$ cat src/rtl/asa_defines.vh
// constants for the alarm sticky aggregator: offsets, fields, reset values
`ifndef ASA_DEFINES_VH
`define ASA_DEFINES_VH

`define ASA_NUM_REF        4
`define ASA_NUM_DPLL       5
`define ASA_NUM_ALARM      22
`define ASA_NUM_BLK        9
`define ASA_NUM_GPIO       4
`define ASA_STATE_W        3

// alarm index bases
`define ASA_IDX_FOFF       0
`define ASA_IDX_LOS        4
`define ASA_IDX_ACT        8
`define ASA_IDX_HOLD       12
`define ASA_IDX_LOCK       17

// loop state codes
`define ASA_ST_LOCKED      3'h3
`define ASA_ST_HOLDOVER    3'h4

// register byte offsets
`define ASA_REG_CTRL       8'h00
`define ASA_REG_LIVE       8'h04
`define ASA_REG_STICKY     8'h08
`define ASA_REG_STICKY_CLR 8'h0C
`define ASA_REG_ALERT_EN   8'h10
`define ASA_REG_BLK_STICKY 8'h14
`define ASA_REG_BLK_CLR    8'h18
`define ASA_REG_STATE      8'h1C
`define ASA_REG_GPIO0      8'h20
`define ASA_REG_GPIO3      8'h2C
`define ASA_REG_STATUS     8'h30

// control and gpio config fields
`define ASA_CTRL_GEN_BIT   0
`define ASA_GCFG_SEL_LSB   0
`define ASA_GCFG_SEL_MSB   4
`define ASA_GCFG_MODE_LSB  5
`define ASA_GCFG_MODE_MSB  6
`define ASA_GCFG_INV_BIT   7

`define ASA_MODE_OFF       2'h0
`define ASA_MODE_LIVE      2'h1
`define ASA_MODE_STICKY    2'h2
`define ASA_MODE_ALERT     2'h3

// reset values
`define ASA_RST_CTRL       1'h0
`define ASA_RST_ALERT_EN   22'h000000
`define ASA_RST_GCFG       8'h00

`define ASA_RESP_OKAY      2'h0
`define ASA_RESP_SLVERR    2'h2

`endif

$ cat src/rtl/asa_top.v
// alarm sticky aggregator with axi4-lite register slave
`timescale 1ns/10ps
`default_nettype none
`include "asa_defines.vh"
module asa_top (
   input  wire                                   aclk,
   input  wire                                   aresetn,
   input  wire [7:0]                             s_awaddr,
   input  wire                                   s_awvalid,
   output reg                                    s_awready,
   input  wire [31:0]                            s_wdata,
   input  wire [3:0]                             s_wstrb,
   input  wire                                   s_wvalid,
   output reg                                    s_wready,
   output reg  [1:0]                             s_bresp,
   output reg                                    s_bvalid,
   input  wire                                   s_bready,
   input  wire [7:0]                             s_araddr,
   input  wire                                   s_arvalid,
   output reg                                    s_arready,
   output reg  [31:0]                            s_rdata,
   output reg  [1:0]                             s_rresp,
   output reg                                    s_rvalid,
   input  wire                                   s_rready,
   input  wire [`ASA_NUM_REF-1:0]                ref_foff_cond,
   input  wire [`ASA_NUM_REF-1:0]                ref_los_cond,
   input  wire [`ASA_NUM_REF-1:0]                ref_act_cond,
   input  wire [`ASA_NUM_DPLL*`ASA_STATE_W-1:0]  dpll_state,
   input  wire                                   apll_locked,
   output reg  [`ASA_NUM_GPIO-1:0]               gpio_out,
   output reg  [`ASA_NUM_GPIO-1:0]               gpio_oe
);
   reg                                   glob_en;
   reg  [`ASA_NUM_ALARM-1:0]             alert_en;
   reg  [7:0]                            gpio_cfg [0:`ASA_NUM_GPIO-1];
   reg  [`ASA_NUM_BLK-1:0]               blk_sticky;
   reg  [`ASA_NUM_ALARM-1:0]             clr_pulse;
   reg  [`ASA_NUM_BLK-1:0]               blk_clr_pulse;
   reg                                   alert_q;
   wire [`ASA_NUM_ALARM-1:0]             live;
   wire [`ASA_NUM_ALARM-1:0]             sticky;
   wire [`ASA_NUM_ALARM-1:0]             contrib;
   wire [`ASA_NUM_BLK-1:0]               blk_set;
   wire                                  alert_raw;

   // write channel holding state
   reg                                   aw_full;
   reg                                   w_full;
   reg  [7:0]                            aw_addr;
   reg  [31:0]                           wdata;
   reg  [3:0]                            wstrb;
   reg                                   next_aw_full;
   reg                                   next_w_full;
   reg                                   next_bvalid;
   reg                                   next_rvalid;
   reg  [31:0]                           rd_mux;
   reg                                   rd_hit;
   reg                                   wr_hit;
   wire                                  wr_go;
   wire [31:0]                           wmask;
   wire [31:0]                           wbits;
   integer                               gi;
   integer                               ri;
   integer                               oi;

   assign wr_go = aw_full & w_full & ~s_bvalid;
   assign wmask = {{8{wstrb[3]}}, {8{wstrb[2]}}, {8{wstrb[1]}}, {8{wstrb[0]}}};
   assign wbits = wdata & wmask;

   // live alarm derivation
   genvar r;
   generate
      for (r = 0; r < `ASA_NUM_REF; r = r + 1) begin : g_ref
         assign live[`ASA_IDX_FOFF + r] = ref_foff_cond[r];
         assign live[`ASA_IDX_LOS + r]  = ref_los_cond[r];
         assign live[`ASA_IDX_ACT + r]  = ref_act_cond[r];
      end
      for (r = 0; r < `ASA_NUM_DPLL; r = r + 1) begin : g_dpll
         wire [`ASA_STATE_W-1:0] st;
         assign st = dpll_state[r*`ASA_STATE_W +: `ASA_STATE_W];
         // entering or leaving a state is a live change, so stickies follow transitions
         assign live[`ASA_IDX_HOLD + r] = (st == `ASA_ST_HOLDOVER);
         assign live[`ASA_IDX_LOCK + r] = (st == `ASA_ST_LOCKED) & apll_locked;
      end
   endgenerate

   // one independent flag per alarm
   genvar a;
   generate
      for (a = 0; a < `ASA_NUM_ALARM; a = a + 1) begin : g_alarm
         localparam integer BLK = (a < `ASA_IDX_HOLD) ? (a % `ASA_NUM_REF)
                                  : (`ASA_NUM_REF + ((a - `ASA_IDX_HOLD) % `ASA_NUM_DPLL));
         asa_sticky_cell u_cell (
            .aclk    (aclk),
            .aresetn (aresetn),
            .live    (live[a]),
            .enable  (glob_en),
            .clr     (clr_pulse[a]),
            .sticky  (sticky[a])
         );
         // an enabled source stays up while either its own or its block flag is set
         assign contrib[a] = alert_en[a] & (sticky[a] | blk_sticky[BLK]);
      end
   endgenerate

   // block flags are fed by any set alarm flag of the block
   genvar b;
   generate
      for (b = 0; b < `ASA_NUM_BLK; b = b + 1) begin : g_blk
         if (b < `ASA_NUM_REF) begin : g_rb
            assign blk_set[b] = sticky[`ASA_IDX_FOFF + b] | sticky[`ASA_IDX_LOS + b]
                              | sticky[`ASA_IDX_ACT + b];
         end else begin : g_db
            assign blk_set[b] = sticky[`ASA_IDX_HOLD + b - `ASA_NUM_REF]
                              | sticky[`ASA_IDX_LOCK + b - `ASA_NUM_REF];
         end
         always @(posedge aclk) begin
            if (!aresetn) begin
               blk_sticky[b] <= 1'b0;
            end else if (blk_set[b]) begin
               // leftover alarm flags re-raise the block flag, hence clear them first
               blk_sticky[b] <= 1'b1;
            end else if (blk_clr_pulse[b]) begin
               blk_sticky[b] <= 1'b0;
            end
         end
      end
   endgenerate

   assign alert_raw = |contrib;

   // write channel: address and data taken in either order
   always @* begin
      next_aw_full = aw_full;
      next_w_full  = w_full;
      next_bvalid  = s_bvalid;
      if (s_bvalid && s_bready) begin
         next_bvalid = 1'b0;
      end
      if (s_awvalid && s_awready) begin
         next_aw_full = 1'b1;
      end
      if (s_wvalid && s_wready) begin
         next_w_full = 1'b1;
      end
      if (wr_go) begin
         next_aw_full = 1'b0;
         next_w_full  = 1'b0;
         next_bvalid  = 1'b1;
      end
   end

   always @* begin
      wr_hit = 1'b1;
      case (aw_addr)
         `ASA_REG_CTRL, `ASA_REG_STICKY_CLR, `ASA_REG_ALERT_EN, `ASA_REG_BLK_CLR,
         `ASA_REG_LIVE, `ASA_REG_STICKY, `ASA_REG_BLK_STICKY, `ASA_REG_STATE,
         `ASA_REG_STATUS: wr_hit = 1'b1;
         default: wr_hit = (aw_addr >= `ASA_REG_GPIO0) && (aw_addr <= `ASA_REG_GPIO3)
                           && (aw_addr[1:0] == 2'h0);
      endcase
   end

   always @(posedge aclk) begin
      if (!aresetn) begin
         aw_full   <= 1'b0;
         w_full    <= 1'b0;
         aw_addr   <= 8'h00;
         wdata     <= 32'h00000000;
         wstrb     <= 4'h0;
         s_awready <= 1'b0;
         s_wready  <= 1'b0;
         s_bvalid  <= 1'b0;
         s_bresp   <= `ASA_RESP_OKAY;
      end else begin
         aw_full   <= next_aw_full;
         w_full    <= next_w_full;
         s_bvalid  <= next_bvalid;
         s_awready <= ~next_aw_full & ~next_bvalid;
         s_wready  <= ~next_w_full & ~next_bvalid;
         if (s_awvalid && s_awready) begin
            aw_addr <= s_awaddr;
         end
         if (s_wvalid && s_wready) begin
            wdata <= s_wdata;
            wstrb <= s_wstrb;
         end
         if (wr_go) begin
            s_bresp <= wr_hit ? `ASA_RESP_OKAY : `ASA_RESP_SLVERR;
         end
      end
   end

   // register writes; clears are one-cycle pulses of the written ones
   always @(posedge aclk) begin
      if (!aresetn) begin
         glob_en       <= `ASA_RST_CTRL;
         alert_en      <= `ASA_RST_ALERT_EN;
         clr_pulse     <= {`ASA_NUM_ALARM{1'b0}};
         blk_clr_pulse <= {`ASA_NUM_BLK{1'b0}};
         for (gi = 0; gi < `ASA_NUM_GPIO; gi = gi + 1) begin
            gpio_cfg[gi] <= `ASA_RST_GCFG;
         end
      end else begin
         clr_pulse     <= {`ASA_NUM_ALARM{1'b0}};
         blk_clr_pulse <= {`ASA_NUM_BLK{1'b0}};
         if (wr_go) begin
            case (aw_addr)
               `ASA_REG_CTRL: begin
                  if (wstrb[0]) begin
                     glob_en <= wdata[`ASA_CTRL_GEN_BIT];
                  end
               end
               `ASA_REG_STICKY_CLR: begin
                  clr_pulse <= wbits[`ASA_NUM_ALARM-1:0];
               end
               `ASA_REG_BLK_CLR: begin
                  blk_clr_pulse <= wbits[`ASA_NUM_BLK-1:0];
               end
               `ASA_REG_ALERT_EN: begin
                  alert_en <= (alert_en & ~wmask[`ASA_NUM_ALARM-1:0])
                            | wbits[`ASA_NUM_ALARM-1:0];
               end
               default: begin
                  for (gi = 0; gi < `ASA_NUM_GPIO; gi = gi + 1) begin
                     if (wstrb[0] && (aw_addr == (`ASA_REG_GPIO0 + 8'h04 * gi[7:0]))) begin
                        gpio_cfg[gi] <= wdata[7:0];
                     end
                  end
               end
            endcase
         end
      end
   end

   // read channel; data sampled at the address handshake
   always @* begin
      rd_mux = 32'h00000000;
      rd_hit = 1'b1;
      case (s_araddr)
         `ASA_REG_CTRL:       rd_mux[`ASA_CTRL_GEN_BIT] = glob_en;
         `ASA_REG_LIVE:       rd_mux[`ASA_NUM_ALARM-1:0] = live;
         `ASA_REG_STICKY:     rd_mux[`ASA_NUM_ALARM-1:0] = sticky;
         `ASA_REG_STICKY_CLR: rd_mux = 32'h00000000;
         `ASA_REG_ALERT_EN:   rd_mux[`ASA_NUM_ALARM-1:0] = alert_en;
         `ASA_REG_BLK_STICKY: rd_mux[`ASA_NUM_BLK-1:0] = blk_sticky;
         `ASA_REG_BLK_CLR:    rd_mux = 32'h00000000;
         `ASA_REG_STATE:      rd_mux[`ASA_NUM_DPLL*`ASA_STATE_W-1:0] = dpll_state;
         `ASA_REG_STATUS:     rd_mux[0] = alert_q;
         default: begin
            rd_hit = 1'b0;
            for (ri = 0; ri < `ASA_NUM_GPIO; ri = ri + 1) begin
               if (s_araddr == (`ASA_REG_GPIO0 + 8'h04 * ri[7:0])) begin
                  rd_mux[7:0] = gpio_cfg[ri];
                  rd_hit      = 1'b1;
               end
            end
         end
      endcase
   end

   always @* begin
      next_rvalid = s_rvalid;
      if (s_rvalid && s_rready) begin
         next_rvalid = 1'b0;
      end
      if (s_arvalid && s_arready) begin
         next_rvalid = 1'b1;
      end
   end

   always @(posedge aclk) begin
      if (!aresetn) begin
         s_arready <= 1'b0;
         s_rvalid  <= 1'b0;
         s_rdata   <= 32'h00000000;
         s_rresp   <= `ASA_RESP_OKAY;
      end else begin
         s_rvalid  <= next_rvalid;
         s_arready <= ~next_rvalid;
         if (s_arvalid && s_arready) begin
            s_rdata <= rd_mux;
            s_rresp <= rd_hit ? `ASA_RESP_OKAY : `ASA_RESP_SLVERR;
         end
      end
   end

   // gpio drive: one cycle after a flag change, far inside the allowed lag
   always @(posedge aclk) begin
      if (!aresetn) begin
         alert_q  <= 1'b0;
         gpio_out <= {`ASA_NUM_GPIO{1'b0}};
         gpio_oe  <= {`ASA_NUM_GPIO{1'b0}};
      end else begin
         alert_q <= alert_raw;
         for (oi = 0; oi < `ASA_NUM_GPIO; oi = oi + 1) begin
            gpio_oe[oi] <= (gpio_cfg[oi][`ASA_GCFG_MODE_MSB:`ASA_GCFG_MODE_LSB] != `ASA_MODE_OFF);
            case (gpio_cfg[oi][`ASA_GCFG_MODE_MSB:`ASA_GCFG_MODE_LSB])
               `ASA_MODE_LIVE:   gpio_out[oi] <= gpio_cfg[oi][`ASA_GCFG_INV_BIT]
                                               ^ live[gpio_cfg[oi][`ASA_GCFG_SEL_MSB:`ASA_GCFG_SEL_LSB]];
               `ASA_MODE_STICKY: gpio_out[oi] <= gpio_cfg[oi][`ASA_GCFG_INV_BIT]
                                               ^ sticky[gpio_cfg[oi][`ASA_GCFG_SEL_MSB:`ASA_GCFG_SEL_LSB]];
               `ASA_MODE_ALERT:  gpio_out[oi] <= gpio_cfg[oi][`ASA_GCFG_INV_BIT] ^ alert_raw;
               default:          gpio_out[oi] <= 1'b0;
            endcase
         end
      end
   end
endmodule
`default_nettype wire

$ cat src/rtl/asa_sticky_cell.v
// one alarm flag with change detection and clear
`timescale 1ns/10ps
`default_nettype none
module asa_sticky_cell (
   input  wire aclk,
   input  wire aresetn,
   input  wire live,
   input  wire enable,
   input  wire clr,
   output reg  sticky
);
   reg prev;

   always @(posedge aclk) begin
      if (!aresetn) begin
         prev   <= 1'b0;
         sticky <= 1'b0;
      end else begin
         prev <= live;
         if (enable && (live != prev)) begin
            sticky <= 1'b1;
         end else if (clr) begin
            sticky <= 1'b0;
         end
      end
   end
endmodule
`default_nettype wire

$ cat config.mk
export PLATFORM = sky130hd
export DESIGN_NAME = asa_top
export DESIGN_NICKNAME = d
export VERILOG_FILES = /design/src/rtl/asa_top.v /design/src/rtl/asa_sticky_cell.v
export VERILOG_INCLUDE_DIRS = /design/src /design/src/rtl
export SDC_FILE = /design/constraint.sdc
export NUM_CORES = 1
export LEC_CHECK = 0
export BUFFER_PORTS_ARGS = -buffer_cell sky130_fd_sc_hd__buf_2
export CAP_MARGIN = 25
export CELL_PAD_IN_SITES_DETAIL_PLACEMENT = 1
export CELL_PAD_IN_SITES_GLOBAL_PLACEMENT = 1
export CORE_UTILIZATION = 48
export CTS_CLUSTER_DIAMETER = 80
export DETAILED_ROUTE_END_ITERATION = 8
export GPL_ROUTABILITY_DRIVEN = 0
export PLACE_DENSITY_LB_ADDON = 0.1
export SYNTH_ARGS = -nofsm -noshare
export SYNTH_HDL_FRONTEND = slang
export SYNTH_SLANG_ARGS = --single-unit
$ cat constraint.sdc
create_clock -name aclk -period 3.5 [get_ports aclk]
set_input_delay 0.525 -clock aclk [delete_from_list [all_inputs] [get_ports aclk]]
set_output_delay 0.525 -clock aclk [all_outputs]
set_load 0.005 [all_outputs]
Word level (Yosys, flattened, before mapping)
Memories as Yosys holds them, arrays and structs flattened.
Index checks and enable logic that the tools add are counted.
- register bits after elaboration: 182
- bits in writable memories: 32
- input bits: 87
- logic and storage cells: 452
- memories: 1
- order comparisons: 6
- eq/ne operators: 68
- multiplexer cells: 132
- bitwise gates (word level): 91
- reduce and logical (&&, ||, !) cells: 81
- memories (memory ; words ; bits a word ; rd ports ; clocked after Yosys merged registers in ; write ports ; line ; source):
    gpio_cfg ; 4 ; 8 ; 4 ; 0 ; 4 ; asa_top.v:35 ; reg [7:0] gpio_cfg [0:`ASA_NUM_GPIO-1];
- operators with widths (kind ; count):
    $mux 1 ; 105
    $eq 8x6->1 const B ; 10
    $reduce_bool 2->1 ; 35
    $eq 8x5->1 const B ; 8
    $mux 8 ; 8
    $and 22x22->22 ; 2
    $pmux 7 s6 ; 1
    $bmux 1 s5 ; 8
    $or 1x1->1 ; 39
    $logic_and 1x1->1 ; 33
    $eq 8x4->1 const B ; 4
    $and 1x1->1 ; 31
    $lt 5x6->1 const B ; 4
    $pmux 6 s4 ; 1
    $ne 1x1->1 ; 22
    $not 22->22 ; 1
    $or 22x22->22 ; 1
    $reduce_or 22->1 ; 1
    $pmux 7 s3 ; 1
    $reduce_or 9->1 ; 2
    $eq 2x2->1 const B ; 8
    $eq 8x3->1 const B ; 2
    $logic_not 8->1 ; 2
    $eq 3x2->1 const B ; 5
    15 further kinds ; 44

Logic depth before layout (Yosys ltp)
- word-level depth: 8
- depth in mapped cells: 9

By module
A second synthesis with hierarchy kept.
- cell total of the unflattened synthesis: 1112
- area total of the unflattened synthesis: 10567.6 µm²
- modules (own cells, without submodules) (module ; instances ; cells each ; area an instance (µm²)):
    asa_top ; 1 ; 958 ; 8971.1
    asa_sticky_cell ; 22 ; 7 ; 72.6

Worst setup path after synthesis
Ideal clock, no wire load.
- kind: input-to-reg
- start: input s_araddr[2]
- end: register s_rdata[0]
- setup time: 116 ps
- arrival time: 2000 ps
- setup slack: 1384 ps
- stages: 9
- path buffers: 4
- cell sequence: buf_2 -> nor2b_1 -> clkbuf_1 -> and3_1 -> buf_2 -> buf_2 -> a221oi_1 -> o221ai_1 -> o211a_1
- longest elaborated chain between the ends: 6
- elaborated cells between the ends (all ways): 19
- classes of those cells: 12 x eq/ne; 5 x mux; 2 x reduce/logical
- RTL lines (item ; line ; source):
    start: declaration ; asa_top.v:18 ; input wire [7:0] s_araddr,
    $eq 8x6->1 ; asa_top.v:253 ; if (s_araddr == (`ASA_REG_GPIO0 + 8'h04 * ri[7:0])) begin
    $mux 8 (4 in a row) ; asa_top.v:253 ;
    $pmux 1 s8 * ; asa_top.v:240 ; case (s_araddr)
    end signal: assignment ; asa_top.v:282 ; s_rdata <= rd_mux;
    end: declaration ; asa_top.v:21 ; output reg [31:0] s_rdata,
Every way passes the cells marked *; elsewhere a longest branch is shown, timed or not.
A chain may end at the register's enable or synchronous reset.

==> parameters.txt <==
Parameter                              Value

Synth
  Number of flops mapped to enable cells by yosys ... 32
  Post-synthesis sequential element count ... 212
  Biggest area contributors in the synthesized netlist ... sky130_fd_sc_hd__dfxtp_1 (35%), sky130_fd_sc_hd__edfxtp_1 (9.3%), sky130_fd_sc_hd__mux4_2 (5.4%), sky130_fd_sc_hd__a21oi_1 (4.8%), sky130_fd_sc_hd__nand2_1 (4.7%)
  Share of async-settable or async-resettable flops after synthesis ... 0%
  Number of distinct library cell variants in the gate-level netlist after synthesis ... 68
  Area fraction of the dominant cell type after synthesis ... 34.9%
  Cell count after synthesis ... 1128
  Post-synthesis instance area ... 0.0103 mm^2
  Seq/Total Area, Yosys ... between 40% and 50%
  Yosys warns ... 0
  Syn avg cell area ... 9.16 um^2
  Top FF cell, synth ... sky130_fd_sc_hd__dfxtp_1
  Cell type contributing the most total cell area after synthesis ... sky130_fd_sc_hd__dfxtp_1

Route
  Via count normalized by instance count ... 6.40
  Detailed-routing iteration count for the pre-antenna-repair pass ... 8
  WL/cell ... around 26 um
  DR vias ... around 9700
  Post-route ant nets ... 0
  DRC violation total after the first TritonRoute iteration ... 969
  Remaining design rule violation count ... 0
  Final WL ... 39200 um

Final layout
  Total area of multi-input combinational cells ... 0.00539 mm^2
  Non-Filler Instances ... 1515
  Reg area ... between 0.004 and 0.005 mm^2
  Layout fillers ... around 2500
  Antenna fix cells ... 0
  Highest-count cells in the layout ignoring fill and taps ... sky130_fd_sc_hd__dfxtp_1 (180), sky130_fd_sc_hd__nand2_1 (129), sky130_fd_sc_hd__buf_2 (112)
  Most common cell after layout, fill and taps aside ... sky130_fd_sc_hd__dfxtp_1
  Proportion of layout cells with a drive suffix above 1 ... a little under a fifth
  Post-Route Utilization ... roughly 57%
  Fin nets ... 1309
  Area grow syn2layout ... 16.3%

Setup path
  Nature of the critical path startpoint ... flip-flop
  Reg-to-reg startpoint ... gpio_cfg[3][1]
  Category of the most critical setup path ... flip-flop to flip-flop
  Worst-case reg-to-reg path depth ... 6
  Ordered list of cells on the worst path ... mux4_2 > a22o_1 > a31oi_1 > o221ai_1 > o221ai_1 > mux2i_1
  CP Capture Type ... flip-flop
  Crit-path slowest cell ... sky130_fd_sc_hd__edfxtp_1
  Setup slack of the most critical reg-to-reg path ... 0.96 ns
  Destination of the worst register-to-register timing path ... gpio_out[3]
  Required arrival time at the worst endpoint ... 3.97 ns
  CP Max Fanout ... 17
  Longest individual stage delay on the worst path ... 0.90 ns
  Arrival time of the worst setup path ... roughly 3 ns
  Cell repeated most along the worst path ... sky130_fd_sc_hd__o221ai_1

Clocking
  Num Clock Sinks ... 212
  Number of H-tree levels ... 1
  Number of buffers inserted by hold repair at cts ... 0
  Clock tree root driver cell ... sky130_fd_sc_hd__clkbuf_16
  Clock input transition at the sequential cells of the worst setup and hold paths ... around 0.06 ns
  Post-CTS resize count ... 0
  TritonCTS clock tree ... yes
  Clk_lat worst skew ... between 0.5 and 0.6 ns
  Buffer count from post-CTS setup fixing ... 0
  Maximum count of clock buffers along a single path ... 3
  Number of buffers created by CTS ... 24

Power and ir drop
  Sequential group share of total power ... about 45%
  Peak VDD IR ... 0.349 mV
  Internal ... 0.00443 W
  Switching part of the total power ... 24.4%
  Static power due to leakage ... between 4 and 5 nW
  Clock group share of total power ... 48.4%
  Power per unit of standard cell area ... 488 mW/mm^2
  Combinational group share of total power ... 7.0%
  Overall power after layout ... 0.00587 W
  Net Switching ... 0.00143 W

Place
  Cell count after placement ... 1471
  Sum of net half-perimeters after detailed placement ... 27400 um
  Input/output buffers ... 112

Timing
  Max Clock Freq ... 394 MHz
  Max-slew headroom ... between 20% and 30%
  Setup Total Neg Slack ... 0 ns
  Setup violations, final ... 0
  Total count of max-transition violations in the final report ... 0
  Actual transition at the worst max-transition pin ... 1.06 ns
  RSZ-0062 raised after global routing ... no
  Part of the cycle the worst path needs ... 72.5%
  Worst hold slack ... approximately 0.22 ns
  Largest clock skew in the final design ... 0.0113 ns
  Clock period minus worst slack ... about 2.5 ns
  Final hold violations ... 0

GRT
  First-pass GRT wire length ... 58700 um
  Pin count of the biggest net entering global routing ... 62
  Antenna violations before repair ... 0
  Total congestion overflow ... 0
  Overall fraction of global-route tracks in use ... between 30% and 40%
  Number of global-route vias before repair ... 9607

Floorplan
  Chip Height ... 149 um
  Die outline area ... 0.0221 mm^2
  Initial core utilization ... 49.0%
  Core footprint ... approximately 0.021 mm^2
  Std cell rows ... 53
  Horizontal die dimension ... 149 um
  I/O pins ... 136

Run status
  Result of the run ... finished clean

Min path
  Worst hold stages ... 3
  Worst Min Path Start ... s_awaddr[0]
  Worst min path class ... primary input to flip-flop
  WHS Endpoint ... aw_addr[0]

Job
  Max Cap Viol ... 0
## power by group through the flow
stage	Clock (W)	Sequential, W	Combinational [W]
2_1_floorplan	0	0.00262	0.000256
3_3_place_gp	0	0.00266	0.000390
3_5_place_dp	0	0.00267	0.000399
4_1_cts	0.00286	0.00261	0.000403
5_1_grt	0.00296	0.00262	0.000440
6_report	0.00284	0.00262	0.000409
## cells in the mapped netlist, types with 6 or more instances
cell	number
sky130_fd_sc_hd__buf_2	21
sky130_fd_sc_hd__nor3_1	10
sky130_fd_sc_hd__nand4_1	8
sky130_fd_sc_hd__a221oi_1	10
sky130_fd_sc_hd__buf_4	13
sky130_fd_sc_hd__mux2_2	8
sky130_fd_sc_hd__a21oi_1	99
sky130_fd_sc_hd__mux2i_1	46
sky130_fd_sc_hd__dfxtp_1	180
sky130_fd_sc_hd__nor2_1	89
sky130_fd_sc_hd__o21ai_0	53
sky130_fd_sc_hd__a222oi_1	6
sky130_fd_sc_hd__xor2_1	19
sky130_fd_sc_hd__edfxtp_1	32
sky130_fd_sc_hd__clkbuf_1	48
sky130_fd_sc_hd__a22o_1	11
sky130_fd_sc_hd__nand2b_1	15
sky130_fd_sc_hd__mux4_2	25
sky130_fd_sc_hd__and2_1	61
sky130_fd_sc_hd__nand2_1	129
sky130_fd_sc_hd__nor2b_1	42
sky130_fd_sc_hd__a22oi_1	29
sky130_fd_sc_hd__inv_1	10
sky130_fd_sc_hd__a31oi_1	7
sky130_fd_sc_hd__and3_1	36
sky130_fd_sc_hd__nor3b_1	7
sky130_fd_sc_hd__o221ai_1	7
sky130_fd_sc_hd__nand3_1	29
## layout make-up
class	instances	area share, %
clock buffers	32	5.93
clock inverters	12	1.60
inverters	11	0.354
multi-input cells	832	44.8
flip-flops and latches	212	38.0
well taps	275	2.86
repair buffers	141	6.47
## kinds of logic (layout without fill, tap and decap cells)
| logic type | Yosys count | after routing | synth area share, % |
|---|---|---|---|
| multiplexers | 79 | 79 | 10.8 |
| other | 1 | 12 | 0.0363 |
| XOR/XNOR | 22 | 22 | 1.86 |
| AND/OR/NAND/NOR | 456 | 456 | 22.6 |
| buffers and inverters | 95 | 196 | 4.25 |
| AO/OA/AOI/OAI | 263 | 263 | 16.4 |
| flip-flops | 212 | 212 | 44.2 |
## worst max path at each step
stage,start,endpoint,slack [ns],cells past startpoint
global placement,s_araddr[1],s_rdata[15],0.81,7
floorplan,s_araddr[2],s_rdata[0],1.38,9
detailed placement,s_araddr[1],s_rdata[15],0.77,7
CTS,gpio_cfg[3][1],gpio_out[3],0.98,6
finish,gpio_cfg[3][1],gpio_out[3],0.96,6
global route,gpio_cfg[0][1],gpio_out[0],0.81,6
## stage by stage
| step | setup slack (ns) | instance area (um^2) |
|---|---|---|
| 2_1_floorplan | 1.38 | 10400 |
| 3_3_place_gp | 0.809 | 11100 |
| 3_5_place_dp | 0.773 | 11100 |
| 4_1_cts | 0.982 | 12000 |
| 5_1_grt | 0.808 | 12000 |
| 6_report | 0.963 | 12000 |
## worst max-delay path, delay by kind of cell, from the launching register on
| kind | cells | cell delay, ns |
|---|---|---|
| flip-flops | 1 | 0.90 |
| AO/OA/AOI/OAI | 4 | 0.69 |
| multiplexers | 2 | 0.86 |
## metal layers
layer  vias to the layer above  routed length (um)  track usage [%]
met2                       564               17200             54.4
met4                         0                1950             16.5
li1                       4232                   -                -
met3                       145                3770             6.24
met5                         -                   0                0
met1                      4751               16300             49.0
Note: power is estimated with default switching activity, not from simulation.
